File: src/core/ofl_params.svh
// Constants for the oscillator, PLL and frequency loop configuration block
// Overview of operation
// [RQ1] Monitor sets failure flag; write one clears
// [RQ2] Enable arms monitor; set flag raises NMI
// [RQ3] Enable writable under protection, cleared by reset
// [RQ4] Slow trim loaded from signature, stays writable
// [RQ5] PLL source: 00 mid, 10 fast, 11 external
// [RQ6] Software avoids crystal pins, external at least 0.4MHz
// [RQ7] Half-output bit halves PLL output
// [RQ8] Five-bit multiplier in bits 4:0, 1x-31x
// [RQ9] Fast loop reference: internal, crystal, USB frame
// [RQ10] Mid loop reference bit, zero selects internal
// [RQ11] Software enables chosen reference source separately
// [RQ12] Loop enable starts automatic calibration
// [RQ13] Enable reads one until loop stops
// [RQ14] Fine and coarse form 13-bit calibration
// [RQ15] Calibration writes ignored while loop enabled
// [RQ16] Loop steps fine field only, coarse fixed
// [RQ17] Fine and coarse loaded from signature at reset
// [RQ18] Software sets fine mid value for new targets
// [RQ19] 16-bit compare ratio, low byte offset 0x05
// [RQ20] Compare high byte at 0x06, resets zero
// [RQ21] Loop counts, compares, steps fine field
// [RQ22] Failure when no edge within fixed timeout
`ifndef OFL_PARAMS_SVH
`define OFL_PARAMS_SVH

// ----------------------------------------------------------------
// Register offsets: oscillator space at 0x0, loop space at 0x8
// ----------------------------------------------------------------
`define OFL_LOOP_BASE 4'h8
`define OFL_ADDR_FAIL 4'h3
`define OFL_ADDR_TRIM 4'h4
`define OFL_ADDR_PLL 4'h5
`define OFL_ADDR_REFSEL 4'h6
`define OFL_ADDR_CTRL 4'h8
`define OFL_ADDR_FINE 4'ha
`define OFL_ADDR_COARSE 4'hb
`define OFL_ADDR_CMP_LO 4'hd
`define OFL_ADDR_CMP_HI 4'he

// ----------------------------------------------------------------
// Field positions
// ----------------------------------------------------------------
`define OFL_FAIL_FLAG_BIT 1
`define OFL_FAIL_EN_BIT 0
`define OFL_LOOP_EN_BIT 0
`define OFL_MID_REF_BIT 0
`define OFL_FAST_REF_LSB 1
`define OFL_PLL_SRC_MID 2'b00
`define OFL_PLL_SRC_FAST 2'b10
`define OFL_PLL_SRC_EXT 2'b11
`define OFL_REF_SLOW_OSC 2'b00
`define OFL_REF_CRYSTAL 2'b01
`define OFL_REF_USB_SOF 2'b10

// ----------------------------------------------------------------
// Reset values and limits
// ----------------------------------------------------------------
`define OFL_RST_BYTE 8'h00
`define OFL_FINE_MAX 7'h7f
`define OFL_FINE_MIN 7'h00
`define OFL_CNT_MAX 16'hffff

// ----------------------------------------------------------------
// Timing
// ----------------------------------------------------------------
`define OFL_CLK_PERIOD_NS 100
`define OFL_FAIL_TIMEOUT_NS 10000
`define OFL_FAIL_TIMEOUT_CYC (`OFL_FAIL_TIMEOUT_NS / `OFL_CLK_PERIOD_NS)

`endif

File: src/core/ofl_pkg.sv
// Types shared by the oscillator and frequency loop configuration block
package ofl_pkg;

  typedef struct packed
  {
    logic [3:0] addr;
    logic [7:0] wdata;
    logic wr;
    logic rd;
  } ofl_bus_t;

  typedef struct packed
  {
    logic [1:0] pll_input_select;
    logic pll_half_output;
    logic [4:0] pll_multiplier;
  } ofl_pll_t;

  typedef struct packed
  {
    logic [7:0] slow_osc_trim_value;
    logic [6:0] loop_fine_trim;
    logic [5:0] loop_coarse_trim;
  } ofl_factory_t;

  typedef enum logic [1:0]
  {
    LOOP_IDLE,
    LOOP_START,
    LOOP_RUN,
    LOOP_STOPPING
  } ofl_loop_state_t;

endpackage

File: src/core/ofl_top.sv
// Oscillator, PLL and frequency loop configuration registers with loop engine
`timescale 1ns/1ps
`include "ofl_params.svh"

module ofl_top
  import ofl_pkg::*;
(
  input wire logic clk_sys,
  input wire logic nrst,
  input wire ofl_bus_t bus_req,
  output logic [7:0] rdata,
  input wire logic cfg_unlock,
  input wire ofl_factory_t factory,
  input wire logic ext_clk_in,
  input wire logic osc_tick,
  input wire logic ref_slow_osc,
  input wire logic ref_slow_crystal,
  input wire logic ref_usb_sof,
  output logic ext_clk_fail_nmi,
  output ofl_pll_t pll_cfg,
  output logic pll_src_reserved,
  output logic fast_osc_loop_ref_sel0,
  output logic fast_osc_loop_ref_sel1,
  output logic mid_osc_loop_ref,
  output logic [7:0] slow_osc_trim_value,
  output logic [12:0] osc_cal,
  output logic loop_running
);

  // ----------------------------------------------------------------
  // Helpers
  // ----------------------------------------------------------------
  function automatic logic hit(input ofl_bus_t b, input logic [3:0] a);
    hit = b.addr == a;
  endfunction

  function automatic logic [6:0] fine_step(input logic [6:0] v, input logic up);
    if (up)
    begin
      fine_step = (v == `OFL_FINE_MAX) ? v : v + 7'h01;
    end
    else
    begin
      fine_step = (v == `OFL_FINE_MIN) ? v : v - 7'h01;
    end
  endfunction

  // ----------------------------------------------------------------
  // State
  // ----------------------------------------------------------------
  logic load_reg, load_next;
  logic fail_en_reg, fail_en_next;
  logic fail_flag_reg, fail_flag_next;
  logic ext_d_reg, ext_d_next;
  logic [15:0] wd_cnt_reg, wd_cnt_next;
  logic [7:0] trim_reg, trim_next;
  ofl_pll_t pll_reg, pll_next;
  logic [1:0] fast_ref_reg, fast_ref_next;
  logic mid_ref_reg, mid_ref_next;
  logic loop_en_reg, loop_en_next;
  logic [6:0] fine_reg, fine_next;
  logic [5:0] coarse_reg, coarse_next;
  logic [7:0] cmp_lo_reg, cmp_lo_next;
  logic [7:0] cmp_hi_reg, cmp_hi_next;
  logic [15:0] cnt_reg, cnt_next;
  ofl_loop_state_t st_reg, st_next;
  logic [7:0] rdata_reg, rdata_next;

  logic ref_tick;
  logic ext_edge;
  logic loop_busy;
  logic cal_lock;
  logic [15:0] cmp_val;

  // ----------------------------------------------------------------
  // Reference routing
  // ----------------------------------------------------------------
  always_comb
  begin
    case (fast_ref_reg)
      `OFL_REF_SLOW_OSC: ref_tick = ref_slow_osc; // see [RQ9]
      `OFL_REF_CRYSTAL: ref_tick = ref_slow_crystal; // see [RQ9]
      `OFL_REF_USB_SOF: ref_tick = ref_usb_sof; // see [RQ9]
      default: ref_tick = 1'b0;
    endcase
  end

  assign ext_edge = ext_clk_in ^ ext_d_reg;
  assign loop_busy = st_reg != LOOP_IDLE;
  // A running or draining loop owns the trim, so software must not race it
  assign cal_lock = loop_en_reg | loop_busy; // see [RQ15]
  assign cmp_val = {cmp_hi_reg, cmp_lo_reg}; // see [RQ19] see [RQ20]

  // ----------------------------------------------------------------
  // Failure monitor and configuration registers
  // ----------------------------------------------------------------
  always_comb
  begin
    load_next = 1'b0;
    fail_en_next = fail_en_reg;
    fail_flag_next = fail_flag_reg;
    ext_d_next = ext_clk_in;
    wd_cnt_next = wd_cnt_reg;
    trim_next = trim_reg;
    pll_next = pll_reg;
    fast_ref_next = fast_ref_reg;
    mid_ref_next = mid_ref_reg;
    cmp_lo_next = cmp_lo_reg;
    cmp_hi_next = cmp_hi_reg;
    if (ext_edge)
    begin
      wd_cnt_next = 16'h0000;
    end
    else if (wd_cnt_reg != 16'(`OFL_FAIL_TIMEOUT_CYC))
    begin
      wd_cnt_next = wd_cnt_reg + 16'h0001;
    end
    if (load_reg)
    begin
      trim_next = factory.slow_osc_trim_value; // see [RQ4]
    end
    if (bus_req.wr)
    begin
      if (hit(bus_req, `OFL_ADDR_FAIL))
      begin
        if (bus_req.wdata[`OFL_FAIL_FLAG_BIT])
        begin
          fail_flag_next = 1'b0; // see [RQ1]
        end
        // Only a protected write may arm; nothing but reset disarms
        if (cfg_unlock && bus_req.wdata[`OFL_FAIL_EN_BIT])
        begin
          fail_en_next = 1'b1; // see [RQ3]
        end
      end
      if (hit(bus_req, `OFL_ADDR_TRIM))
      begin
        trim_next = bus_req.wdata; // see [RQ4]
      end
      if (hit(bus_req, `OFL_ADDR_PLL))
      begin
        pll_next = ofl_pll_t'(bus_req.wdata); // see [RQ5] see [RQ7] see [RQ8]
      end
      if (hit(bus_req, `OFL_ADDR_REFSEL))
      begin
        fast_ref_next = bus_req.wdata[`OFL_FAST_REF_LSB +: 2]; // see [RQ9]
        mid_ref_next = bus_req.wdata[`OFL_MID_REF_BIT]; // see [RQ10]
      end
      if (hit(bus_req, `OFL_ADDR_CMP_LO))
      begin
        cmp_lo_next = bus_req.wdata; // see [RQ19]
      end
      if (hit(bus_req, `OFL_ADDR_CMP_HI))
      begin
        cmp_hi_next = bus_req.wdata; // see [RQ20]
      end
    end
    // Detection after the clear so a same-cycle failure is kept
    if (fail_en_reg && !ext_edge && wd_cnt_reg == 16'(`OFL_FAIL_TIMEOUT_CYC))
    begin
      fail_flag_next = 1'b1; // see [RQ1] see [RQ22]
    end
  end

  always_ff @(posedge clk_sys or negedge nrst)
  begin
    if (!nrst)
    begin
      load_reg <= 1'b1;
      fail_en_reg <= 1'b0;
      fail_flag_reg <= 1'b0;
      ext_d_reg <= 1'b0;
      wd_cnt_reg <= 16'h0000;
      trim_reg <= `OFL_RST_BYTE;
      pll_reg <= ofl_pll_t'(`OFL_RST_BYTE);
      fast_ref_reg <= 2'b00;
      mid_ref_reg <= 1'b0; // see [RQ10]
      cmp_lo_reg <= `OFL_RST_BYTE;
      cmp_hi_reg <= `OFL_RST_BYTE; // see [RQ20]
    end
    else
    begin
      load_reg <= load_next;
      fail_en_reg <= fail_en_next;
      fail_flag_reg <= fail_flag_next;
      ext_d_reg <= ext_d_next;
      wd_cnt_reg <= wd_cnt_next;
      trim_reg <= trim_next;
      pll_reg <= pll_next;
      fast_ref_reg <= fast_ref_next;
      mid_ref_reg <= mid_ref_next;
      cmp_lo_reg <= cmp_lo_next;
      cmp_hi_reg <= cmp_hi_next;
    end
  end

  // ----------------------------------------------------------------
  // Frequency loop engine and calibration registers
  // ----------------------------------------------------------------
  always_comb
  begin
    loop_en_next = loop_en_reg;
    fine_next = fine_reg;
    coarse_next = coarse_reg;
    cnt_next = cnt_reg;
    st_next = st_reg;
    if (load_reg)
    begin
      fine_next = factory.loop_fine_trim; // see [RQ17]
      coarse_next = factory.loop_coarse_trim; // see [RQ17]
    end
    if (bus_req.wr && hit(bus_req, `OFL_ADDR_CTRL))
    begin
      loop_en_next = bus_req.wdata[`OFL_LOOP_EN_BIT]; // see [RQ12]
    end
    if (bus_req.wr && !cal_lock && hit(bus_req, `OFL_ADDR_FINE))
    begin
      fine_next = bus_req.wdata[6:0]; // see [RQ15]
    end
    if (bus_req.wr && !cal_lock && hit(bus_req, `OFL_ADDR_COARSE))
    begin
      coarse_next = bus_req.wdata[5:0]; // see [RQ15]
    end
    if (osc_tick && cnt_reg != `OFL_CNT_MAX)
    begin
      cnt_next = cnt_reg + 16'h0001;
    end
    case (st_reg)
      LOOP_IDLE:
      begin
        if (loop_en_reg)
        begin
          st_next = LOOP_START; // see [RQ12]
        end
      end
      LOOP_START:
      begin
        // Wait for a reference edge so the first count spans a full period
        if (!loop_en_reg)
        begin
          st_next = LOOP_IDLE;
        end
        else if (ref_tick)
        begin
          cnt_next = 16'h0000;
          st_next = LOOP_RUN;
        end
      end
      LOOP_RUN:
      begin
        if (ref_tick)
        begin
          cnt_next = 16'h0000;
          if (cnt_reg != cmp_val)
          begin
            fine_next = fine_step(fine_reg, cnt_reg < cmp_val); // see [RQ21] see [RQ16]
          end
          if (!loop_en_reg)
          begin
            st_next = LOOP_IDLE;
          end
        end
        else if (!loop_en_reg)
        begin
          st_next = LOOP_STOPPING; // see [RQ13]
        end
      end
      LOOP_STOPPING:
      begin
        // Drain to the next reference edge; reference must keep running
        if (ref_tick)
        begin
          cnt_next = 16'h0000;
          st_next = LOOP_IDLE; // see [RQ13]
        end
      end
      default:
      begin
        st_next = LOOP_IDLE;
      end
    endcase
  end

  always_ff @(posedge clk_sys or negedge nrst)
  begin
    if (!nrst)
    begin
      loop_en_reg <= 1'b0;
      fine_reg <= 7'h00;
      coarse_reg <= 6'h00;
      cnt_reg <= 16'h0000;
      st_reg <= LOOP_IDLE;
    end
    else
    begin
      loop_en_reg <= loop_en_next;
      fine_reg <= fine_next;
      coarse_reg <= coarse_next;
      cnt_reg <= cnt_next;
      st_reg <= st_next;
    end
  end

  // ----------------------------------------------------------------
  // Read path
  // ----------------------------------------------------------------
  always_comb
  begin
    rdata_next = `OFL_RST_BYTE;
    if (bus_req.rd)
    begin
      case (bus_req.addr)
        `OFL_ADDR_FAIL: rdata_next = {6'h00, fail_flag_reg, fail_en_reg};
        `OFL_ADDR_TRIM: rdata_next = trim_reg;
        `OFL_ADDR_PLL: rdata_next = pll_reg;
        `OFL_ADDR_REFSEL: rdata_next = {5'h00, fast_ref_reg, mid_ref_reg};
        `OFL_ADDR_CTRL: rdata_next = {7'h00, loop_en_reg | loop_busy}; // see [RQ13]
        `OFL_ADDR_FINE: rdata_next = {1'b0, fine_reg};
        `OFL_ADDR_COARSE: rdata_next = {2'b00, coarse_reg};
        `OFL_ADDR_CMP_LO: rdata_next = cmp_lo_reg;
        `OFL_ADDR_CMP_HI: rdata_next = cmp_hi_reg;
        default: rdata_next = `OFL_RST_BYTE;
      endcase
    end
  end

  always_ff @(posedge clk_sys or negedge nrst)
  begin
    if (!nrst)
    begin
      rdata_reg <= `OFL_RST_BYTE;
    end
    else
    begin
      rdata_reg <= rdata_next;
    end
  end

  // ----------------------------------------------------------------
  // Outputs
  // ----------------------------------------------------------------
  assign rdata = rdata_reg;
  assign ext_clk_fail_nmi = fail_en_reg & fail_flag_reg; // see [RQ2]
  assign pll_cfg = pll_reg; // see [RQ5] see [RQ7] see [RQ8]
  assign pll_src_reserved = pll_reg.pll_input_select == 2'b01; // see [RQ5]
  assign fast_osc_loop_ref_sel0 = fast_ref_reg[0];
  assign fast_osc_loop_ref_sel1 = fast_ref_reg[1];
  assign mid_osc_loop_ref = mid_ref_reg; // see [RQ10]
  assign slow_osc_trim_value = trim_reg;
  // Same value steers the oscillator in manual and automatic modes
  assign osc_cal = {coarse_reg, fine_reg}; // see [RQ14]
  assign loop_running = loop_busy;

endmodule

File: config.mk
export PLATFORM = sky130hd
export DESIGN_NAME = ofl_top
export DESIGN_NICKNAME = d
export VERILOG_FILES = /design/src/core/ofl_pkg.sv /design/src/core/ofl_top.sv
export VERILOG_INCLUDE_DIRS = /design/src /design/src/core
export SDC_FILE = /design/constraint.sdc
export NUM_CORES = 1
export LEC_CHECK = 0
export ABC_AREA = 1
export BUFFER_PORTS_ARGS = -buffer_cell sky130_fd_sc_hd__buf_2
export CAP_MARGIN = 20
export CORE_ASPECT_RATIO = 1.1
export CORE_MARGIN = 2
export CORE_UTILIZATION = 30
export CTS_CLUSTER_DIAMETER = 40
export DETAILED_ROUTE_END_ITERATION = 12
export GPL_ROUTABILITY_DRIVEN = 0
export PLACE_DENSITY = 0.53
export SYNTH_ARGS = -nofsm -noshare
export SYNTH_HDL_FRONTEND = slang
export SYNTH_SLANG_ARGS = --single-unit
File: constraint.sdc
create_clock -name clk_sys -period 2.9 [get_ports clk_sys]
set_clock_uncertainty 0.1 [all_clocks]
set_input_delay 0.435 -clock clk_sys [delete_from_list [all_inputs] [get_ports clk_sys]]
set_output_delay 0.435 -clock clk_sys [all_outputs]
set_load 0.005 [all_outputs]
# After elaboration in Yosys (flattened, before gate mapping)

Cells that the tools add are included.

Input port bits: 43
Word-level logic and storage cells: 115
Output and inout bits: 43
Flip-flop bits (word level): 95

Reductions and logical operators: 28
Add/subtract/negate cells: 4
Bitwise logic cells: 3
Equal/unequal tests: 26
Magnitude comparators: 1
Multiplexer cells: 34

Operators with widths:

| operator                                          | count |
|---|---|
| two-way mux 16 bit                                | 5 |
| one-hot mux 8 bit (9 select lines)                | 1 |
| two-way mux 7 bit                                 | 8 |
| adder 16 x 1 -> 16 bit (second input constant)    | 2 |
| two-way mux 8 bit                                 | 4 |
| one-hot mux 16 bit (2 select lines)               | 1 |
| == test 4 bit (second input constant)             | 5 |
| == test 16 x 7 -> 1 bit (second input constant)   | 1 |
| < comparator 16 bit                               | 1 |
| != test 16 bit                                    | 1 |
| != test 16 bit (second input constant)            | 1 |
| != test 16 x 7 -> 1 bit (second input constant)   | 1 |
| two-way mux 2 bit                                 | 7 |
| == test 4 x 3 -> 1 bit (second input constant)    | 3 |
| two-way mux 6 bit                                 | 2 |
| nonzero test 2 bit                                | 6 |
| != test 5 bit (second input constant)             | 2 |
| AND reduction 2 bit                               | 5 |
| logical AND 1 bit                                 | 8 |
| one-hot mux 2 bit (4 select lines)                | 1 |
| adder 7 x 1 -> 7 bit (second input constant)      | 1 |
| == test 7 bit (second input constant)             | 1 |
| logical NOT 7 bit                                 | 1 |
| subtractor 7 x 1 -> 7 bit (second input constant) | 1 |
| other kinds (15)                                  | 27 |

# Longest topological paths before layout

Depth in word-level cells: 9
Gate-level depth with buffers: 20
Mapped depth without buffers: 20

# Worst setup path before layout

No wires, ideal clock.

Path type: reg-to-reg
Start point: reg cnt_reg[13]
End point: reg fine_reg[5]
Library setup time: 0.067 ns
Slack: 0.351 ns
Cell stages (with the launch flop): 14
Buffers on the path: 0
Arrival: 2.382 ns
Cell sequence: dfrtp_1 ha_1 a21oi_1 o21ai_0 a21oi_2 nand2_2 ha_1 a21oi_1 or2_2 a31oi_1 nor2_1 a22oi_1 nand2_1 nand2_1

Cells in the longest elaborated chain, start to end: 5
Elaborated cells between the ends (all ways): 9
Classes of those cells: order compare: 1; eq/ne: 3; mux: 4; reduce/logical: 1

RTL lines:

| element                | line           | source |
|---|---|---|
| from (decl)            | ofl_top.sv:65  | `logic [15:0] cnt_reg, cnt_next;` |
| from (signal assigned) | ofl_top.sv:299 | `cnt_reg <= cnt_next;` |
| < comparator 16 bit    | ofl_top.sv:256 | `fine_next = fine_step(fine_reg, cnt_reg < cmp_val);` |
| two-way mux 7 bit      | ofl_top.sv:38  | `if (up)` |
| two-way mux 7 bit      | ofl_top.sv:254 | `if (cnt_reg != cmp_val)` |
| two-way mux 7 bit      | ofl_top.sv:251 | `if (ref_tick)` |
| two-way mux 7 bit      | ofl_top.sv:228 | `case (st_reg)` |
| to (signal assigned)   | ofl_top.sv:297 | `fine_reg <= fine_next;` |
| to (decl)              | ofl_top.sv:61  | `logic [6:0] fine_reg, fine_next;` |

Several ways; a longest one is shown, not always the timed one.
A chain may end at the register's enable or synchronous reset.

# Worst setup path after layout

Start point: reg cmp_hi_reg[7]
End point: reg fine_reg[6]

Cells in the longest elaborated chain, start to end: 5
Elaborated cells between the ends (all ways): 9
Classes of those cells: order compare: 1; eq/ne: 3; mux: 4; reduce/logical: 1

RTL lines:

| element                | line           | source |
|---|---|---|
| from (decl)            | ofl_top.sv:64  | `logic [7:0] cmp_hi_reg, cmp_hi_next;` |
| from (signal assigned) | ofl_top.sv:179 | `` cmp_hi_reg <= `OFL_RST_BYTE; `` |
| from (signal assigned) | ofl_top.sv:193 | `cmp_hi_reg <= cmp_hi_next;` |
| < comparator 16 bit    | ofl_top.sv:256 |  |
| two-way mux 7 bit      | ofl_top.sv:38  |  |
| two-way mux 7 bit      | ofl_top.sv:254 |  |
| two-way mux 7 bit      | ofl_top.sv:251 |  |
| two-way mux 7 bit      | ofl_top.sv:228 |  |

Several ways; a longest one is shown, not always the timed one.

==> run_results.csv <==
group,metric,value,unit
die,initial_core_util,30.9,%
clocking,cts-root-buf,"clkbuf_16",
worst_setup_path,cp-end-kind,"flop",
logic_synthesis,ys_types,46,
final_layout,fin_area,6630,um^2
detailed_routing,drt_iter0_drc,275,
logic_synthesis,ys_seq_elements,95,
detailed_routing,avgViaCountPerCell,4.89,
clocking,cts.sinks,95,
detailed_routing,drc,0,
pwr,switching_share,37.8,%
clocking,clk_pin_slew,70,ps
sta,max_slew.worst_pin.slew,606,ps
detailed_routing,routed_wl,16800,um
global_routing,grt_overflow,0,
global_routing,first_global_vias,4850,
die,core,17800,um^2
worst_setup_path,crit_arrival,2860,ps
sta,hold_viol,0,
logic_synthesis,syn_inst,709,
placed_design,dpl_cell_area,6220,um^2
worst_setup_path,r2r_start,"cmp_hi_reg[7]",
detailed_routing,vias,5127,
sta,relSlewSlack,59.6,%
sta,setup_violations,0,
detailed_routing,drtAntennaViolNets,0,
pwr,power.switching,1.72,mW
logic_synthesis,async_flop_share,100,%
final_layout,nNetsFinal,874,
status,status,"finished clean",
pwr,seq_power_share,40.3,%
pwr,p_total,4.56,mW
die,rows,51,
sta,finalCriticalPeriod,2710,ps
final_layout,mostFrequentLayoutCell,"nand2_1",
final_layout,syn_to_final_growth,20.6,%
global_routing,grt_start_max_net_pins,43,
min_path,hp-class,"input pin to flop",
sta,slew_violations,0,
worst_setup_path,r2r-end,"fine_reg[6]",
pwr,powerDensity,688,nW/um^2
worst_setup_path,crit_fanout,6,
min_path,worstHoldStart,"ext_clk_in",
worst_setup_path,r2r_cells,15,
placed_design,dp_hpwl,12900,um
sta,period_share,93.5,%
global_routing,grt_pass1_wl,26400,um
sta,max_freq,369,MHz
pwr,pwr-share-clk,27.2,%
detailed_routing,firstDrtPassIters,4,
worst_setup_path,cp.required,3040,ps
final_layout,antennaDiodeCount,0,
logic_synthesis,synth_edf_count,0,
clocking,cts_tree,"built",
min_path,hold_path_depth,1,
logic_synthesis,syn_area_per_cell,7.75,um^2
clocking,h-tree-depth,3,
final_layout,layout_common_cells,"nand2_1 (150), inv_1 (102), dfrtp_1 (94)",
clocking,clk_latency,350,ps
logic_synthesis,ys_seq_area_share,43.3,%
logic_synthesis,syn-num-nets,777,
pwr,intPower,2.84,mW
pwr,p_comb_share,32.5,%
die,ioPinCount,86,
final_layout,drive_gt1_share,18.9,%
worst_setup_path,worst_setup_path_start_kind,"flop",
logic_synthesis,ys_warn_count,0,
detailed_routing,wl_per_cell,16.1,um
die,dieArea,19400,um^2
pwr,p_leak,3.41,nW
global_routing,track_usage,17.6,%
logic_synthesis,ys.flop_type,"dfrtp_1",
die,chipWidth,133,um
pwr,ir_worst_vdd,0.256,mV
clocking,clk_path_buf_depth,2,
logic_synthesis,syn-cell-area,5500,um^2
clocking,cts_buffers,9,
die,fp.dieH,146,um
global_routing,antenna_found_initial,0,
min_path,min_to,"ext_d_reg",
worst_setup_path,regToRegSetupSlack,190,ps
job,maxCapViolCount,0,
worst_setup_path,critPathKind,"flop to flop",
placed_design,port-buffer-count,85,
[worst max-delay path, stage by stage (launching register included)]
cell and delay [ps]:
dfrtp_1 380, inv_1 100, ha_4 220, a21oi_1 140, o21ai_0 170, a21oi_4 230
nand2_4 140, fa_2 370, nand3_1 80, nand2_1 80, a21o_1 180, a21o_1 160
nand3_1 70, nand3_1 70, nand2_1 60, nand2_1 40
[metrics by stage]
stage               hold WS, ps  utilization, %  cells  worst slack (ps)  TNS [ps]
finish                      105            37.2   1049               188         0
global route               98.3            37.2   1049             -1.28     -1.28
CTS                        87.8            36.7   1045              71.7         0
detailed placement          373            34.9   1028              85.9         0
global placement            367            34.9   1028               141         0
floorplan                  39.4               -    709               351         0
[power groups by stage]
stage          logic (mW)  registers, mW  clock network [mW]
6_report             1.48           1.84                1.24
5_1_grt              1.71           1.87                1.32
4_1_cts              1.41           1.82                1.27
3_5_place_dp         1.40           1.85                   0
3_3_place_gp         1.39           1.85                   0
2_1_floorplan       0.963           1.76                   0
[metal layers]
| metal | global-route usage [%] | vias to the layer above | wire length (um) |
|---|---|---|---|
| met5 | 0 | - | 0 |
| met4 | 6.99 | 0 | 430 |
| met3 | 2.72 | 25 | 510 |
| met2 | 29.2 | 108 | 8250 |
| met1 | 22.9 | 2442 | 7650 |
| li1 | - | 2552 | - |
[worst max path at each step]
stage	startpoint	end	slack [ps]	cells past startpoint
2_1_floorplan	cnt_reg[13]	fine_reg[5]	350	13
3_3_place_gp	cnt_reg[15]	fine_reg[5]	140	13
3_5_place_dp	cmp_hi_reg[7]	fine_reg[6]	90	15
4_1_cts	cmp_hi_reg[7]	fine_reg[6]	70	15
5_1_grt	cmp_hi_reg[7]	fine_reg[6]	-1	15
6_report	cmp_hi_reg[7]	fine_reg[6]	190	15
[cell type report]
class / instances / area, um^2
Fill cell: 1897 / 11200
Sequential cell: 95 / 2380
Clock buffer: 9 / 225
Multi-Input combinational cell: 492 / 2700
Timing Repair Buffer: 100 / 543
Inverter: 108 / 405
Tap cell: 238 / 298
Clock inverter: 7 / 78.8
[synthesized netlist by cell type (2+ instances only)]
master	instances	area share, %
nand2_2	6	0.68
and3_1	2	0.23
nand3_1	41	3.7
inv_1	102	7.0
nand2_4	2	0.41
clkbuf_1	3	0.20
nor2_2	5	0.57
nor2_4	4	0.82
a21oi_1	39	3.6
nor4_1	4	0.46
a31oi_1	5	0.57
buf_6	2	0.41
buf_2	7	0.64
dfrtp_1	94	43
o31ai_1	2	0.27
o2bb2ai_1	3	0.48
o21ai_1	5	0.46
a211oi_1	3	0.41
o221ai_1	5	0.80
nand2_1	151	10
o22ai_1	11	1.3
a21o_1	3	0.41
o211ai_2	3	0.68
nor2_1	54	3.7
inv_2	6	0.41
ha_1	24	5.5
o211ai_1	6	0.82
nor3_1	11	1.0
o21ai_0	76	6.9
a221oi_1	3	0.48
xor2_1	3	0.48
nand4_1	10	1.1
[cells by family (layout without fill, tap and decap cells)]
group | after synthesis | after routing | synth area share [%]
xor gates and xnor gates | 4 | 4 | 0.637
AOI/OAI and AO/OA | 167 | 167 | 17.5
DFF | 95 | 95 | 43.3
adders and majority gates | 25 | 25 | 5.83
other | 1 | 1 | 0.0682
buffers and inverters | 122 | 224 | 8.85
and+or+nand+nor | 295 | 295 | 23.8
[what timing repair did]
| action | 4_1_cts | 5_1_grt |
|---|---|---|
| endpoints found under the setup margin | 0 | 2 |
| endpoints found under the hold margin | 18 | 0 |
| hold buffers | 1 | 0 |
| setup buffers | 0 | 4 |
| resized for setup | 0 | 10 |
No activity file was read; power rests on OpenSTA's default activity.
